--- config.mk ---
export PLATFORM = sky130hd
export DESIGN_NAME = dcp_packet_decoder
export DESIGN_NICKNAME = d
export VERILOG_FILES = /design/src/dcp_packet_decoder.v
export VERILOG_INCLUDE_DIRS = /design/src
export SDC_FILE = /design/constraint.sdc
export NUM_CORES = 1
export LEC_CHECK = 0
export BUFFER_PORTS_ARGS = -buffer_cell sky130_fd_sc_hd__buf_2
export CAP_MARGIN = 10
export CORE_UTILIZATION = 40
export CTS_CLUSTER_SIZE = 12
export DETAILED_ROUTE_END_ITERATION = 8
export PLACE_DENSITY = 0.56
export SLEW_MARGIN = 10
export SYNTH_ARGS = -nofsm -noshare
export SYNTH_HDL_FRONTEND = slang
export SYNTH_SLANG_ARGS = --single-unit
--- constraint.sdc ---
create_clock -name clk_i -period 8.7 [get_ports clk_i]
set_clock_uncertainty 0.1 [all_clocks]
set_input_delay 0.435 -clock clk_i [delete_from_list [all_inputs] [get_ports clk_i]]
set_output_delay 0.435 -clock clk_i [all_outputs]
set_load 0.005 [all_outputs]
--- src/dcp_consts.vh ---
// Constants for the packet-channel decoder: slot positions, header layout,
// register map and command encodings.
// Assumes inclusion by dcp_packet_decoder.v and by the testbench; definitions only.
`ifndef DCP_CONSTS_VH
`define DCP_CONSTS_VH

// Bit slots within one packet interval (two per link clock cycle)
`define DCP_SLOT_W        3
`define DCP_LAST_SLOT     3'h7
`define DCP_START_SLOT    0
`define DCP_RBEGIN_SLOT   1
`define DCP_WAKE_SLOT     2
`define DCP_REND_SLOT     3
`define DCP_WBEGIN_SLOT   5
`define DCP_WEND_SLOT     7

// Header layout inside the 72 data-wire bits of the header interval
`define DCP_HDR_W         53
`define DCP_ADDR_LSB      0
`define DCP_ADDR_MSB      32
`define DCP_OP_LSB        33
`define DCP_OP_MSB        38
`define DCP_OPEN_BIT      39
`define DCP_CLOSE_BIT     40
`define DCP_REGISTER_SPACE_BIT_BIT    41
`define DCP_SKIP_LSB      42
`define DCP_SKIP_MSB      44
`define DCP_MASK_LSB      45
`define DCP_MASK_MSB      52

// Request address split (address bit An sits at field index n-3)
`define DCP_COL_LSB       0
`define DCP_COL_MSB       7
`define DCP_ROW_LSB       8
`define DCP_ROW_S_MSB     16
`define DCP_ROW_L_MSB     17
`define DCP_BANK_S_BIT    17
`define DCP_BANK_L_LSB    18
`define DCP_BANK_L_MSB    19
`define DCP_DEV_S_LSB     18
`define DCP_DEV_L_LSB     20

// Command field encodings
`define DCP_OP_MEM_RD     2'h0
`define DCP_OP_MEM_WR     2'h1
`define DCP_OP_REG_RD     4'h6
`define DCP_OP_REG_WR     3'h7
`define DCP_MASK_ALL      8'hff

// Register map (byte addresses)
`define DCP_REG_CTRL      8'h00
`define DCP_REG_STATUS    8'h04
`define DCP_REG_HEADER    8'h08
`define DCP_CTRL_RESET    1'h0

// Transaction states
`define DCP_ST_W          2
`endif

--- src/dcp_packet_decoder.v ---
// Packet layer of a packet-channel DRAM device: finds packet intervals,
// decodes command headers, markers, column and data packets, tracks banks.
// Assumes the channel wires and link clock come from another clock domain
// and are sampled here; registers are reached over classic Wishbone.
//
// Summary of operation
// - Each wire carries eight bits per interval, one per link clock edge.
// - Address splits into column, row, bank and device fields per part size.
// - Command bit 0 read/write, bit 2 byte mask, bit 3 broadcast, 5..4 bitmask.
// - Bit 1 picks register space; encodings 00 read, 01 write, 0110, x111.
// - Open-row bit activates, or precharges then activates, the bank first.
// - Self-close bit precharges the bank after the last data access.
// - Header start bit is one and defines packet interval boundaries.
// - Data, column and marker packets align to those interval boundaries.
// - Nonzero skip count ignores that many earlier begin and end markers.
// - Memory writes apply the header byte mask to the first word only.
// - Data packets carry 72 bits on nine wires, ninth wire extra bits.
// - First column from header, later columns from column-wire packets.
// - Column packets keep a fixed offset from their data packets.
// - Read markers are single ones in odd slots bracketing read data.
// - Single-word read markers coincide; end overlays anything, begin not headers.
// - Write markers are single odd-slot ones and never coincide.
// - Write begin may overlay a header; write end may not.
// - Wake leaves suspend; finished transaction returns to suspend unless a header is pending.
// - Always-awake set keeps the device enabled without wake packets.
// - Wake may overlay read markers and still decodes correctly.
// - Per-bank open flag tells activate from precharge-then-activate.
//
// The register addresses and the Wishbone slave port were left to the implementer.
`include "dcp_consts.vh"
`timescale 1ns/1ps
`default_nettype none

module dcp_packet_decoder #(
	parameter LARGE_PART = 0,
	parameter NUM_BANKS  = 4
) (
	input  wire        clk_i,
	input  wire        rst_i,
	input  wire        link_clk_i,
	input  wire        command_wire_i,
	input  wire        column_wire_i,
	input  wire [8:0]  data_wires_i,
	input  wire        wb_cyc_i,
	input  wire        wb_stb_i,
	input  wire        wb_we_i,
	input  wire [7:0]  wb_adr_i,
	input  wire [3:0]  wb_sel_i,
	input  wire [31:0] wb_dat_i,
	output reg  [31:0] wb_dat_o,
	output reg         wb_ack_o,
	output reg         activate_o,
	output reg         pre_activate_o,
	output reg         precharge_o,
	output reg  [1:0]  precharge_bank_o,
	output reg         wr_valid_o,
	output reg         rd_valid_o,
	output reg  [7:0]  word_col_o,
	output reg  [71:0] wr_data_o,
	output reg  [7:0]  wr_mask_o,
	output wire [1:0]  bank_o,
	output wire [9:0]  row_o,
	output wire [14:0] dev_o,
	output wire        reg_space_o,
	output wire        broadcast_o,
	output wire        byte_mask_en_o,
	output wire [1:0]  bit_mask_o,
	output wire        awake_o
);

	localparam ST_IDLE = 2'h0;
	localparam ST_WAIT = 2'h1;
	localparam ST_DATA = 2'h2;

	// Synchronisers: stage 1 feeds stage 2 only
	reg        lk_s1_q, lk_s2_q, lk_s3_q;
	reg        cw_s1_q, cw_s2_q, aw_s1_q, aw_s2_q;
	reg  [8:0] dq_s1_q, dq_s2_q;

	always @(posedge clk_i) begin
		if (rst_i) begin
			lk_s1_q <= 1'b0;
			lk_s2_q <= 1'b0;
			lk_s3_q <= 1'b0;
			cw_s1_q <= 1'b0;
			cw_s2_q <= 1'b0;
			aw_s1_q <= 1'b0;
			aw_s2_q <= 1'b0;
			dq_s1_q <= 9'h000;
			dq_s2_q <= 9'h000;
		end else begin
			lk_s1_q <= link_clk_i;
			lk_s2_q <= lk_s1_q;
			lk_s3_q <= lk_s2_q;
			cw_s1_q <= command_wire_i;
			cw_s2_q <= cw_s1_q;
			aw_s1_q <= column_wire_i;
			aw_s2_q <= aw_s1_q;
			dq_s1_q <= data_wires_i;
			dq_s2_q <= dq_s1_q;
		end
	end

	// Either link clock edge carries one bit per wire
	wire link_edge = lk_s2_q ^ lk_s3_q;

	// Interval assembly state
	reg        aligned_q;
	reg  [2:0] slot_q;
	reg  [7:0] cmd_q, col_q;
	reg  [71:0] dat_q;
	reg  [7:0] cmd_nx, col_nx;
	reg  [71:0] dat_nx;
	integer    w;

	// Current bit dropped into its slot; data bit index is wire*8+slot
	always @* begin
		cmd_nx = cmd_q;
		col_nx = col_q;
		dat_nx = dat_q;
		cmd_nx[slot_q] = cw_s2_q;
		col_nx[slot_q] = aw_s2_q;
		for (w = 0; w < 9; w = w + 1) begin
			dat_nx[w*8 + slot_q] = dq_s2_q[w];
		end
	end

	// Before alignment, the first one on the command wire is a start bit
	wire take_bit = link_edge & (aligned_q | cw_s2_q);
	wire pkt_done = link_edge & aligned_q & (slot_q == `DCP_LAST_SLOT);

	always @(posedge clk_i) begin
		if (rst_i) begin
			aligned_q <= 1'b0;
			slot_q    <= 3'h0;
			cmd_q     <= 8'h00;
			col_q     <= 8'h00;
			dat_q     <= 72'h0;
		end else if (take_bit) begin
			aligned_q <= 1'b1;
			slot_q    <= slot_q + 3'h1;
			if (pkt_done) begin
				cmd_q <= 8'h00;
				col_q <= 8'h00;
				dat_q <= 72'h0;
			end else begin
				cmd_q <= cmd_nx;
				col_q <= col_nx;
				dat_q <= dat_nx;
			end
		end
	end

	// Command-wire packet classes; markers OR together when overlaid
	wire is_hdr  = cmd_nx[`DCP_START_SLOT];
	wire is_wake = cmd_nx[`DCP_WAKE_SLOT];
	wire m_rb    = cmd_nx[`DCP_RBEGIN_SLOT];
	wire m_re    = cmd_nx[`DCP_REND_SLOT];
	wire m_wb    = cmd_nx[`DCP_WBEGIN_SLOT];
	wire m_we    = cmd_nx[`DCP_WEND_SLOT];
	wire [2:0] mk_cnt = {2'b00, m_rb} + {2'b00, m_re} + {2'b00, m_wb} + {2'b00, m_we};

	// Skip counter decrement that stops at zero
	function [2:0] sat_sub;
		input [2:0] a;
		input [2:0] b;
		begin
			sat_sub = (a > b) ? (a - b) : 3'h0;
		end
	endfunction

	// Software control: always-awake flag
	reg always_awake_q;
	reg awake_q;
	wire awake_eff = awake_q | always_awake_q;
	wire hdr_ok    = pkt_done & is_hdr & awake_eff;

	// Transaction bookkeeping: one current and one pending header
	reg [1:0]  state_q;
	reg [52:0] cur_hdr_q, pend_hdr_q, last_hdr_q;
	reg        pend_valid_q;
	reg [2:0]  cur_skip_q, pend_skip_q;
	reg        first_q, last_q, start_q;
	reg [7:0]  col_prev_q;
	reg [NUM_BANKS-1:0] bank_open_q;

	wire [5:0]  cur_op   = cur_hdr_q[`DCP_OP_MSB:`DCP_OP_LSB];
	wire [32:0] cur_addr = cur_hdr_q[`DCP_ADDR_MSB:`DCP_ADDR_LSB];
	wire        cur_wr   = cur_op[0];
	wire        cur_mwr  = (cur_op[1:0] == `DCP_OP_MEM_WR);
	wire        begin_hit = cur_wr ? m_wb : m_rb;
	wire [52:0] hdr_in   = dat_nx[`DCP_HDR_W-1:0];
	wire [2:0]  hdr_skip = hdr_in[`DCP_SKIP_MSB:`DCP_SKIP_LSB];

	// Address split chosen by the static part-size parameter
	generate
		if (LARGE_PART != 0) begin : g_large
			assign row_o  = cur_addr[`DCP_ROW_L_MSB:`DCP_ROW_LSB];
			assign bank_o = cur_addr[`DCP_BANK_L_MSB:`DCP_BANK_L_LSB];
			assign dev_o  = {2'b00, cur_addr[`DCP_ADDR_MSB:`DCP_DEV_L_LSB]};
		end else begin : g_small
			assign row_o  = {1'b0, cur_addr[`DCP_ROW_S_MSB:`DCP_ROW_LSB]};
			assign bank_o = {1'b0, cur_addr[`DCP_BANK_S_BIT]};
			assign dev_o  = cur_addr[`DCP_ADDR_MSB:`DCP_DEV_S_LSB];
		end
	endgenerate

	// Command option decode
	assign reg_space_o    = cur_op[1] | cur_hdr_q[`DCP_REGISTER_SPACE_BIT_BIT];
	assign broadcast_o    = cur_op[3];
	assign byte_mask_en_o = cur_op[2];
	assign bit_mask_o     = cur_op[5:4];
	assign awake_o        = awake_eff;

	wire [7:0] hdr_col  = cur_addr[`DCP_COL_MSB:`DCP_COL_LSB];
	wire       finishing = pkt_done & (state_q == ST_DATA) & (cur_wr ? m_we : last_q);
	wire       reg_rd    = (cur_op[3:0] == `DCP_OP_REG_RD);
	wire       reg_wr    = (cur_op[2:0] == `DCP_OP_REG_WR);

	// Transaction sequencing, bank actions and data word emission
	always @(posedge clk_i) begin
		if (rst_i) begin
			state_q          <= ST_IDLE;
			cur_hdr_q        <= 53'h0;
			pend_hdr_q       <= 53'h0;
			last_hdr_q       <= 53'h0;
			pend_valid_q     <= 1'b0;
			cur_skip_q       <= 3'h0;
			pend_skip_q      <= 3'h0;
			first_q          <= 1'b0;
			last_q           <= 1'b0;
			start_q          <= 1'b0;
			col_prev_q       <= 8'h00;
			bank_open_q      <= {NUM_BANKS{1'b0}};
			activate_o       <= 1'b0;
			pre_activate_o   <= 1'b0;
			precharge_o      <= 1'b0;
			precharge_bank_o <= 2'h0;
			wr_valid_o       <= 1'b0;
			rd_valid_o       <= 1'b0;
			word_col_o       <= 8'h00;
			wr_data_o        <= 72'h0;
			wr_mask_o        <= 8'h00;
		end else begin
			activate_o     <= 1'b0;
			pre_activate_o <= 1'b0;
			precharge_o    <= 1'b0;
			wr_valid_o     <= 1'b0;
			rd_valid_o     <= 1'b0;
			start_q        <= 1'b0;
			// Bank flag decides which open form the header meant
			if (start_q && cur_hdr_q[`DCP_OPEN_BIT]) begin
				if (bank_open_q[bank_o])
					pre_activate_o <= 1'b1;
				else
					activate_o <= 1'b1;
				bank_open_q[bank_o] <= 1'b1;
			end
			if (pkt_done) begin
				col_prev_q <= col_nx;
				if (hdr_ok)
					last_hdr_q <= hdr_in;
				if (pend_valid_q)
					pend_skip_q <= sat_sub(pend_skip_q, mk_cnt);
				case (state_q)
					ST_IDLE: begin
						if (hdr_ok) begin
							cur_hdr_q  <= hdr_in;
							cur_skip_q <= hdr_skip;
							start_q    <= 1'b1;
							// A write begin laid over its own header starts the data at once
							if (hdr_skip == 3'h0 && hdr_in[`DCP_OP_LSB] && m_wb) begin
								state_q <= ST_DATA;
								first_q <= 1'b1;
								last_q  <= 1'b0;
							end else begin
								state_q <= ST_WAIT;
							end
						end
					end
					ST_WAIT: begin
						if (hdr_ok) begin
							pend_hdr_q   <= hdr_in;
							pend_skip_q  <= hdr_skip;
							pend_valid_q <= 1'b1;
						end
						// Earlier transactions' markers are passed over first
						if (cur_skip_q != 3'h0) begin
							cur_skip_q <= sat_sub(cur_skip_q, mk_cnt);
						end else if (begin_hit) begin
							state_q <= ST_DATA;
							first_q <= 1'b1;
							last_q  <= ~cur_wr & m_re;
						end
					end
					ST_DATA: begin
						if (hdr_ok) begin
							pend_hdr_q   <= hdr_in;
							pend_skip_q  <= hdr_skip;
							pend_valid_q <= 1'b1;
						end
						// Data word lands one interval after its begin marker
						first_q    <= 1'b0;
						word_col_o <= first_q ? hdr_col : col_prev_q;
						wr_data_o  <= dat_nx;
						if (cur_wr) begin
							wr_valid_o <= 1'b1;
							wr_mask_o  <= (first_q & cur_mwr) ?
								cur_hdr_q[`DCP_MASK_MSB:`DCP_MASK_LSB] : `DCP_MASK_ALL;
						end else begin
							rd_valid_o <= 1'b1;
							wr_mask_o  <= `DCP_MASK_ALL;
							if (m_re)
								last_q <= 1'b1;
						end
						if (finishing) begin
							if (cur_hdr_q[`DCP_CLOSE_BIT]) begin
								precharge_o      <= 1'b1;
								precharge_bank_o <= bank_o;
								bank_open_q[bank_o] <= 1'b0;
							end
							last_q <= 1'b0;
							if (pend_valid_q) begin
								cur_hdr_q    <= pend_hdr_q;
								cur_skip_q   <= sat_sub(pend_skip_q, mk_cnt);
								pend_valid_q <= 1'b0;
								start_q      <= 1'b1;
								state_q      <= ST_WAIT;
							end else begin
								state_q <= ST_IDLE;
							end
						end
					end
					default: state_q <= ST_IDLE;
				endcase
			end
		end
	end

	// Suspend control; a wake in the finishing interval wins over the drop
	always @(posedge clk_i) begin
		if (rst_i) begin
			awake_q <= 1'b0;
		end else begin
			if (finishing && !pend_valid_q)
				awake_q <= 1'b0;
			if (pkt_done && is_wake)
				awake_q <= 1'b1;
		end
	end

	// Wishbone slave: ack one cycle after the strobe, writes commit with ack
	wire wb_req = wb_cyc_i & wb_stb_i;

	// Bank flags padded to the four status positions; unused banks read zero
	wire [3:0] bank_flags_w;
	genvar gb;
	generate
		for (gb = 0; gb < 4; gb = gb + 1) begin : g_bank_flag
			if (gb < NUM_BANKS) begin : g_used
				assign bank_flags_w[gb] = bank_open_q[gb];
			end else begin : g_unused
				assign bank_flags_w[gb] = 1'b0;
			end
		end
	endgenerate

	wire [31:0] status_w = {16'h0000, 1'b0, reg_wr, reg_rd, 1'b0, cur_skip_q,
		bank_flags_w, pend_valid_q, state_q, aligned_q, awake_eff};

	always @(posedge clk_i) begin
		if (rst_i) begin
			wb_ack_o       <= 1'b0;
			wb_dat_o       <= 32'h0;
			always_awake_q <= `DCP_CTRL_RESET;
		end else begin
			wb_ack_o <= wb_req & ~wb_ack_o;
			if (wb_req && !wb_ack_o) begin
				case (wb_adr_i)
					`DCP_REG_CTRL:   wb_dat_o <= {31'h0, always_awake_q};
					`DCP_REG_STATUS: wb_dat_o <= status_w;
					`DCP_REG_HEADER: wb_dat_o <= last_hdr_q[31:0];
					default:         wb_dat_o <= 32'h0;
				endcase
			end
			if (wb_req && wb_ack_o && wb_we_i && wb_sel_i[0] &&
				wb_adr_i == `DCP_REG_CTRL)
				always_awake_q <= wb_dat_i[0];
		end
	end

endmodule

`default_nettype wire

======== Word level (Yosys, flattened, before mapping) ========
Cells that the tools add are included.
cells by class
  reductions and logical operators ........ 46
  $lt $le $gt $ge ......................... 24
  bitwise logic cells ..................... 24
  multiplexer cells ....................... 99
  $add $sub $neg .......................... 14
  eq/ne operators ......................... 17
operators with widths
  cell                                                                          number
  72-bit bitwise mux                                                            9
  53-bit 2-to-1 mux                                                             3
  53-bit case mux with 2 select lines                                           1
  32-bit case mux with 3 select lines                                           1
  72-bit 2-to-1 mux                                                             1
  1-bit demux with 7-bit select                                                 8
  1-bit 2-to-1 mux                                                              40
  8-bit 2-to-1 mux                                                              5
  7-bit by 8-bit less-than comparator with 1-bit output, second input constant  4
  6-bit by 3-bit adder with 7-bit output, first input constant                  4
  7-bit by 1-bit >= comparator with 1-bit output, second input constant         4
  3-bit 2-to-1 mux                                                              9
  4-bit 2-to-1 mux                                                              6
  1-bit logical AND                                                             21
  8-bit bitwise mux                                                             2
  6-bit by 8-bit less-than comparator with 1-bit output, second input constant  2
  2-bit != test, second input constant                                          7
  5-bit by 3-bit adder with 6-bit output, first input constant                  2
  6-bit by 1-bit >= comparator with 1-bit output, second input constant         2
  6-bit AND reduction                                                           2
  1-bit AND                                                                     11
  2-bit 2-to-1 mux                                                              5
  5-bit AND reduction                                                           2
  3-bit case mux with 3 select lines                                            1
  48 further kinds                                                              72
storage, ports and cells
  input port bits ......................... 61
  bits in registers ....................... 408
  logic and storage cells ................. 263
  output and inout port bits .............. 161

======== Logic depth before layout (Yosys ltp) ========
Gate-level depths: netlist of run 1.
  depth in word-level cells ............... 19
  depth in mapped cells ................... 18
  mapped depth without buffers ............ 14

======== Worst setup path before layout of run 1 ========
No wires, ideal clock.
  kind .................................... register -> register
  from .................................... register slot_q[1]
  to ...................................... register cur_skip_q[1]
  data required time ...................... 8.529 ns
  setup time .............................. 0.071 ns
  clock period less this slack ............ 3.967 ns
  cell stages (with the launch flop) ...... 19
  setup slack ............................. 4.733 ns
  arrival time ............................ 3.797 ns
  buffers on the path ..................... 4
  cell sequence ........................... dfxtp_1 > clkbuf_1 > nor3b_1 > buf_2 > buf_1 > o21ai_0 > ha_1 > xnor2_1 > ha_1 > ha_1 > clkbuf_1 > xnor2_1 > ha_1 > inv_1 > a31o_2 > o21ai_0 > a31oi_1 > or3_1 > a21oi_1
between the ends
  cells in the longest elaborated chain, start to end .. 15
  elaborated cells between the ends (all ways) .. 86
  those cells by class .................... add/sub (13); order compare (20); eq/ne (3); mux (35); bitwise (5); reduce/logical (10)
RTL lines
  element                                                                                         line                      text
  start: declaration                                                                              dcp_packet_decoder.v:109  reg [2:0] slot_q;
  start signal: assignment                                                                        dcp_packet_decoder.v:141  slot_q <= slot_q + 3'h1;
  branches (longest 15 deep; another with 3-bit by 4-bit less-than comparator with 1-bit output)  -
  end signal: assignment                                                                          dcp_packet_decoder.v:269  cur_skip_q <= hdr_skip;
  end signal: assignment                                                                          dcp_packet_decoder.v:289  cur_skip_q <= sat_sub(cur_skip_q, mk_cnt);
  end signal: assignment                                                                          dcp_packet_decoder.v:325  cur_skip_q <= sat_sub(pend_skip_q, mk_cnt);
  end: declaration                                                                                dcp_packet_decoder.v:182  reg [2:0] cur_skip_q, pend_skip_q;
Parallel ways; which one is timed is not known. The select of a mux whose other input is x is not followed.
A chain may end at the register's enable or synchronous reset.

======== Worst setup path in the final report of run 1 ========
  from .................................... register slot_q[0]
  to ...................................... register cur_skip_q[1]
The elaborated chain is that of the path after synthesis.

==> impl_metrics.yaml, run 1 <==
synth:
  synth.most_common_cell: "dfxtp_1"
  yosysTopAreaCell: "dfxtp_1"
  netlist_instances: 1823
  ys.flop_type: "dfxtp_1"
  synth_warnings: 0
  ys_async_sr_fraction: 0
  synth-edff-count: 0
  synth.area.top_cells: "dfxtp_1 (49%), nor2_1 (9.1%), mux2i_1 (8.3%)"
  syn_area_per_cell_um2: 8.85
  syn_area_mm2: 0.0161
  ys_types: 62
  yosysTopAreaCellShare: 0.494
  synth_seq_cells: 398
  synth-seq-area-share: 0.494
  synthTopCellsByCount: "dfxtp_1 (398), nor2_1 (392), a211oi_1 (168), mux2i_1 (134), clkbuf_1 (119)"
sta:
  timing.fmax_ghz: 0.232
  setup_viol: 0
  hold_viol: 0
  timing.slew.headroom: 0.253
  rsz0062_at_grt: "no"
  slew_viol_final: 0
  post-route-period-util: 0.495
  layout_setup_ws_ns: 4.39
  tightest_slew_ns: 1.12
  setup_tns_ns: 0
  min_period_ns: 4.31
critical_path:
  timing.rr.end: "cur_skip_q[1]$_SDFFE_PP0P_"
  critPathCaptureType: "flip-flop"
  crit_arrival_ns: 4.68
  slowest_stage: "dfxtp_1"
  r2r_setup_slack_ns: 4.39
  required_ns: 9.07
  critical-path-top-delay-family: "adder cells"
  critical_path_class: "flip-flop to flip-flop"
  crit_chain: "nor3b_2, buf_4, o21ai_0, ha_1, xnor2_1, ha_1, ha_1, xnor2_1, ha_1, inv_1, a31o_2, o21ai_0, a31oi_1, or3_1, a21oi_1"
  path_common_cell: "ha_1"
  critPathMaxFanout: 18
  slowest_delay_ns: 0.76
  worstSetupStartpointType: "flip-flop"
  critPathBufInv: 2
  startpoint: "slot_q[0]$_SDFFE_PP0P_"
  worst-r2r-cell-count: 15
  reg2reg_from: "slot_q[0]$_SDFFE_PP0P_"
clock_network:
  clock-sinks: 398
  cts_max_level: 2
  clkTransAtPathRegs_ns: 0.06
  cts_setup_buffers: 0
  cts_made_buffers: 44
  cts_buffer_depth: 3
  cts_tree: "done"
  worstSkewPairLatency_ns: 0.55
  cts_root_buffer: "clkbuf_16"
floorplan:
  std_cell_rows: 73
  coreArea_mm2: 0.0397
  die_area_mm2: 0.0411
  fp.dieW_um: 203
  pin_count: 222
  start_util: 0.406
  die_h_um: 203
cells_and_area:
  final_nets: 1969
  drive_gt1_frac: 0.161
  syn2layout_area_growth_pct: 15.3
  antenna_cells: 0
min_path:
  hp-class: "input port to flip-flop"
  whs_path_depth: 2
  whs_endpoint: "dq_s1_q[0]$_SDFF_PP0_"
  hold_path.startpoint: "data_wires_i[0]"
routing:
  dr.pass1.iters: 5
  ant_nets: 0
  drc: 0
  drt-total-wl_um: 45100
  viasPerCell: 5.33
  wl_per_cell_um: 18.4
  first_iter_violations: 988
  vias: 13061
global_routing:
  antenna_found_initial: 1
  grt_pass1_wl_um: 70500
  track_usage: 0.216
  grt_max_degree: 109
  gr-total-overflow: 0
  first_global_vias: 12078
placed_design:
  place_congestion: 0.861
  dp_slack_ns: 4.43
  io_buffers: 184
  dp_hpwl_um: 28500
flow_run:
  maxCapViolCount: 0
pwr:
  irDropWorstVdd_v: 0.000125
  powerDensity_mw_per_mm2: 201
  p_leak_nw: 6.76
  finalPower_mw: 3.75
status:
  status: "finished clean"
[layout make-up]
cell class                 count  area (µm²)
clock buffer                  68        1320
clock inverter                 9         105
fill                        3868       21100
inverter                      19        71.3
multi-input combinational   1215        7290
sequential                   398        7970
tap                          525         657
timing repair buffer         215        1180
[sequential cells by signal, summed over array words and instances (netlist names), 2 cells and up]
| register | cells |
|---|---|
| cmd_q | 6 |
| dat_q | 72 |
| word_col_o | 8 |
| col_prev_q | 8 |
| cur_hdr_q | 50 |
| pend_hdr_q | 50 |
| dq_s1_q | 9 |
| wb_dat_o | 32 |
| cur_skip_q | 3 |
| col_q | 8 |
| slot_q | 3 |
| pend_skip_q | 3 |
| wr_mask_o | 8 |
| state_q | 2 |
| bank_flags_w | 2 |
| wr_data_o | 72 |
| last_hdr_q | 32 |
| dq_s2_q | 9 |
[cells by family (layout without fill, tap and decap cells)]
group	after synthesis	after routing	share of synthesized area
buffers and inverters	212	311	0.0597
other	1	3	0.000233
multiplexers	140	140	0.0874
AO/OA/AOI/OAI	435	435	0.182
adder cells (fa/ha/maj)	16	16	0.0123
AND/OR/NAND/NOR	613	613	0.160
flip-flops	398	398	0.494
XOR/XNOR	8	8	0.00434
[worst max-delay path by stage]
stage	endpoint	slack (ns)	cells after the start
2_1_floorplan	cur_skip_q[1]$_SDFFE_PP0P_	4.73	18
3_3_place_gp	cur_skip_q[1]$_SDFFE_PP0P_	4.43	15
3_5_place_dp	cur_skip_q[1]$_SDFFE_PP0P_	4.43	15
4_1_cts	cur_skip_q[1]$_SDFFE_PP0P_	4.41	15
5_1_grt	cur_skip_q[1]$_SDFFE_PP0P_	4.07	15
6_report	cur_skip_q[1]$_SDFFE_PP0P_	4.39	15
[layer usage]
| layer | GRT usage | wire length (µm) |
|---|---|---|
| met2 | 0.333 | 19900 |
| met3 | 0.0356 | 2280 |
| met1 | 0.312 | 22100 |
| met5 | 0 | 0 |
| met4 | 0.0550 | 885 |
[layout by cell type, fill, tap and decap left out, types with 5 or more instances in the layout]
| cell type | count |
|---|---|
| o21ai_0 | 70 |
| nor2_1 | 389 |
| dfxtp_1 | 398 |
| a21oi_1 | 95 |
| or3_1 | 5 |
| nand4_1 | 9 |
| a32oi_1 | 24 |
| nand3_1 | 27 |
| ha_1 | 14 |
| a311oi_1 | 5 |
| o31ai_1 | 5 |
| nor2b_1 | 26 |
| clkbuf_8 | 11 |
| o221a_2 | 8 |
| clkbuf_1 | 12 |
| mux2i_1 | 134 |
| a22oi_1 | 17 |
| mux2_2 | 6 |
| a22o_1 | 12 |
| a211oi_1 | 168 |
| clkbuf_16 | 45 |
| buf_4 | 25 |
| dlygate4sd3_1 | 6 |
| inv_1 | 19 |
| nand2_1 | 109 |
| nor3_1 | 9 |
| xnor2_1 | 7 |
| buf_2 | 183 |
[stage by stage]
step	std cells	hold WS [ns]	utilization	area, µm²
after floorplan	1825	0.314	-	16100
after global placement	2366	0.321	0.430	17100
after detailed placement	2366	0.323	0.430	17100
after CTS	2449	0.000781	0.468	18600
after global routing	2449	0.0117	0.468	18600
final	2449	0.0131	0.468	18600
[power by group]
part / leakage [nW] / total [mW] / switching (mW) / internal [mW]
clock network: 0.701 / 1.84 / 0.736 / 1.10
registers: 3.21 / 1.84 / 0.00984 / 1.83
logic: 2.85 / 0.0698 / 0.0524 / 0.0174
total: 6.76 / 3.75 / 0.798 / 2.95
[timing repair]
action                                 in CTS  in global routing
gates resized for setup                     0                  0
hold buffers                                6                  0
endpoints found under the hold margin       6                  0
Power figures use the tool's default switching activity.
==> inputs of run 2 (changes only) <==
--- a/config.mk
+++ b/config.mk
@@ -6,6 +6,7 @@
 export SDC_FILE = /design/constraint.sdc
 export NUM_CORES = 1
 export LEC_CHECK = 0
+export ABC_AREA = 1
 export BUFFER_PORTS_ARGS = -buffer_cell sky130_fd_sc_hd__buf_2
 export CAP_MARGIN = 10
 export CORE_UTILIZATION = 40
==> constraint.sdc (replaced) <==
create_clock -name clk_i -period 4.15 [get_ports clk_i]
set_clock_uncertainty 0.1 [all_clocks]
set_input_delay 0.2075 -clock clk_i [delete_from_list [all_inputs] [get_ports clk_i]]
set_output_delay 0.2075 -clock clk_i [all_outputs]
set_load 0.005 [all_outputs]
==> run 2 against run 1 <==
  * Cell area up 3.3%
  * Critical path depth is 4 higher
  * Combinational power rose to 3.3 times the previous value
  * Sequential power is 110% higher
  * Clock power grew 110%
  * Hold slack worse by 0.0062 ns
  * Sequential share of layout area fell by 1.4 points
  * Area after synthesis increased by 3.1%
  * Count of clock-buffer cells in the layout decreased by 7
  * Fmax grew 14%
  * Largest power group unchanged
==> impl_metrics.yaml, run 2 <==
status:
  status: "finished clean"
critical_path:
  critical-path-top-delay-family: "adder cells"
  required_ns: 4.55
  slowest_delay_ns: 0.46
  critPathCaptureType: "flip-flop"
  path_common_cell: "ha_1"
  crit_arrival_ns: 4.18
  critPathBufInv: 3
  slowest_stage: "dfxtp_1"
  worst-path-stages: 19
  startpoint: "slot_q[1]$_SDFFE_PP0P_"
  worstSetupStartpointType: "flip-flop"
  critical_path_class: "flip-flop to flip-flop"
  reg2reg_from: "slot_q[1]$_SDFFE_PP0P_"
  worst-r2r-cell-count: 19
  crit_chain: "inv_1, nor2_2, nand2_1, o21ai_0, ha_1, xor2_1, ha_1, ha_1, inv_1, nand2_1, nand2_1, inv_1, ha_1, a21oi_1, xnor2_1, nand4_1, nand3_1, a21oi_1, nor2_1"
  critPathMaxFanout: 6
global_routing:
  track_usage: 0.224
  grt_pass1_wl_um: 74800
  gr-total-overflow: 0
  first_global_vias: 13512
  antenna_found_initial: 0
  grt_max_degree: 144
sta:
  min_period_ns: 3.78
  setup_tns_ns: 0
  post-route-period-util: 0.911
  slew_viol_final: 0
  setup_viol: 0
  tightest_slew_ns: 1.04
  timing.slew.headroom: 0.307
  hold_viol: 0
  timing.fmax_ghz: 0.264
  rsz0062_at_grt: "no"
  layout_setup_ws_ns: 0.368
min_path:
  hp-class: "input port to flip-flop"
  hold_path.startpoint: "rst_i"
  whs_path_depth: 2
placed_design:
  io_buffers: 184
  dp.cells: 2911
  place_congestion: 0.845
  placed_area_mm2: 0.0176
  dp_slack_ns: 0.439
  dp_hpwl_um: 29800
pwr:
  p_clk_frac: 0.484
  pwr-share-seq: 0.487
  irDropWorstVdd_v: 0.000254
  switching_share: 0.222
  comb_power_share: 0.029
  internal-power_mw: 6.17
  p_sw_mw: 1.77
  powerDensity_mw_per_mm2: 413
  p_leak_nw: 8.36
synth:
  ys_async_sr_fraction: 0
  synth_compound_area_frac: 0.183
  synth_warnings: 0
  yosysTopAreaCell: "dfxtp_1"
  synthAdderAreaFrac: 0.0113
  netlist_instances: 2351
  syn_area_per_cell_um2: 7.08
  synth-edff-count: 0
  syn_area_mm2: 0.0166
  synthMuxAreaShare: 0
  synth-xor-area-share: 0.00211
  synth_seq_cells: 398
  synth_top_family_by_area: "simple AND/OR/NAND/NOR gates"
  synth.most_common_cell: "nand2_1"
  yosysTopAreaCellShare: 0.479
  synth.area.top_cells: "dfxtp_1 (48%), nand2_1 (15%), a21oi_1 (8.8%)"
  synthTopCellsByCount: "nand2_1 (645), dfxtp_1 (398), a21oi_1 (294), o21ai_0 (247), inv_1 (225)"
  ys_types: 38
  ys.flop_type: "dfxtp_1"
  yosys.area_share.simple: 0.220
  synth-seq-area-share: 0.479
routing:
  dr.pass1.iters: 5
  ant_nets: 0
  vias: 14950
  first_iter_violations: 1068
  drt-total-wl_um: 47700
  wl_per_cell_um: 15.9
  viasPerCell: 4.98
  drc: 0
floorplan:
  fp.dieW_um: 206
  start_util: 0.407
  die_area_mm2: 0.0424
  coreArea_mm2: 0.0409
  std_cell_rows: 74
  die_h_um: 206
  pin_count: 222
clock_network:
  cts_tree: "done"
  clock-sinks: 398
  post_cts_resized: 0
  cts_max_level: 2
  worstSkewPairLatency_ns: 0.57
  cts_buffer_depth: 3
  cts_root_buffer: "clkbuf_16"
  clkTransAtPathRegs_ns: 0.06
  cts_setup_buffers: 0
  cts_hold_buffers: 17
  cts_made_buffers: 44
cells_and_area:
  layout_commonest_cell: "nand2_1"
  fin_util: 0.469
  final_cells: 3004
  design_area_mm2: 0.0192
  final_nets: 2518
  fillers: 4222
  multi_input_area_mm2: 0.00696
  drive_gt1_frac: 0.121
  reg_top3: "dat_q (72), wr_data_o (72)"
  syn2layout_area_growth_pct: 15.4
  layout_common_cells: "nand2_1 (645), dfxtp_1 (398), a21oi_1 (294)"
  antenna_cells: 0
  seq_area_mm2: 0.00797
flow_run:
  maxCapViolCount: 0
==> run 2: changes by cell type in the layout (fill, tap and decap cells not counted), moves of 151 or more <==
cell / previous run / this run
nand2_1: 109 / 645
inv_1: 19 / 224
a21oi_1: 95 / 294
nor2_1: 389 / 202
o21ai_0: 70 / 247
a211oi_1: 168 / 17
==> run 2: worst register-to-register path, stage by stage (launching register included) <==
cell and delay [ns]:
dfxtp_1 0.46, inv_1 0.15, nor2_2 0.17, nand2_1 0.13, o21ai_0 0.44, ha_1 0.35, xor2_1 0.17, ha_1 0.20
ha_1 0.34, inv_1 0.15, nand2_1 0.08, nand2_1 0.06, inv_1 0.05, ha_1 0.18, a21oi_1 0.14, xnor2_1 0.16
nand4_1 0.11, nand3_1 0.11, a21oi_1 0.07, nor2_1 0.08
==> run 2: worst paths after layout <==
kind | endpoint | slack [ns]
max | cur_skip_q[2]$_SDFFE_PP0P_ | 0.37
min | dq_s1_q[1]$_SDFF_PP0_ | 0.007
max reg2reg | cur_skip_q[2]$_SDFFE_PP0P_ | 0.37
min reg2reg | dq_s2_q[3]$_SDFF_PP0_ | 0.30
==> run 2: routing by layer <==
| metal | GRT usage | up-vias | part of all wire |
|---|---|---|---|
| met5 | 0 | - | 0 |
| met4 | 0.0712 | 0 | 0.022 |
| met3 | 0.0394 | 76 | 0.057 |
| met2 | 0.348 | 376 | 0.44 |
| met1 | 0.314 | 6887 | 0.48 |
| li1 | - | 7611 | - |
==> run 2: cell families after synthesis <==
group                    Yosys count
AND/OR/NAND/NOR                  931
AO/OA/AOI/OAI                    588
XOR/XNOR                           4
other                              1
buffers and inverters            414
adder cells (fa/ha/maj)           15
flip-flops                       398
==> run 2: stage by stage <==
stage,hold WS [ns],total power [mW]
2_1_floorplan,0.214,4.08
3_3_place_gp,0.292,4.17
3_5_place_dp,0.294,4.17
4_1_cts,0.0179,8.02
5_1_grt,0.0349,8.20
6_report,0.00687,7.93
==> run 2: power by group through the flow <==
stage               Clock, mW  Combinational [mW]  Sequential, mW
floorplan                   0               0.139            3.94
global placement            0               0.222            3.95
detailed placement          0               0.222            3.95
CTS                      3.92               0.234            3.86
global route             4.08               0.259            3.87
finish                   3.84               0.233            3.86
==> run 2: final cells by class <==
cell class,instances,share of cell area
flip-flops and latches,398,0.415
multi-input cells,1541,0.362
repair buffers,226,0.0695
clock buffers,61,0.0643
inverters,231,0.0453
well taps,532,0.0347
clock inverters,15,0.00886
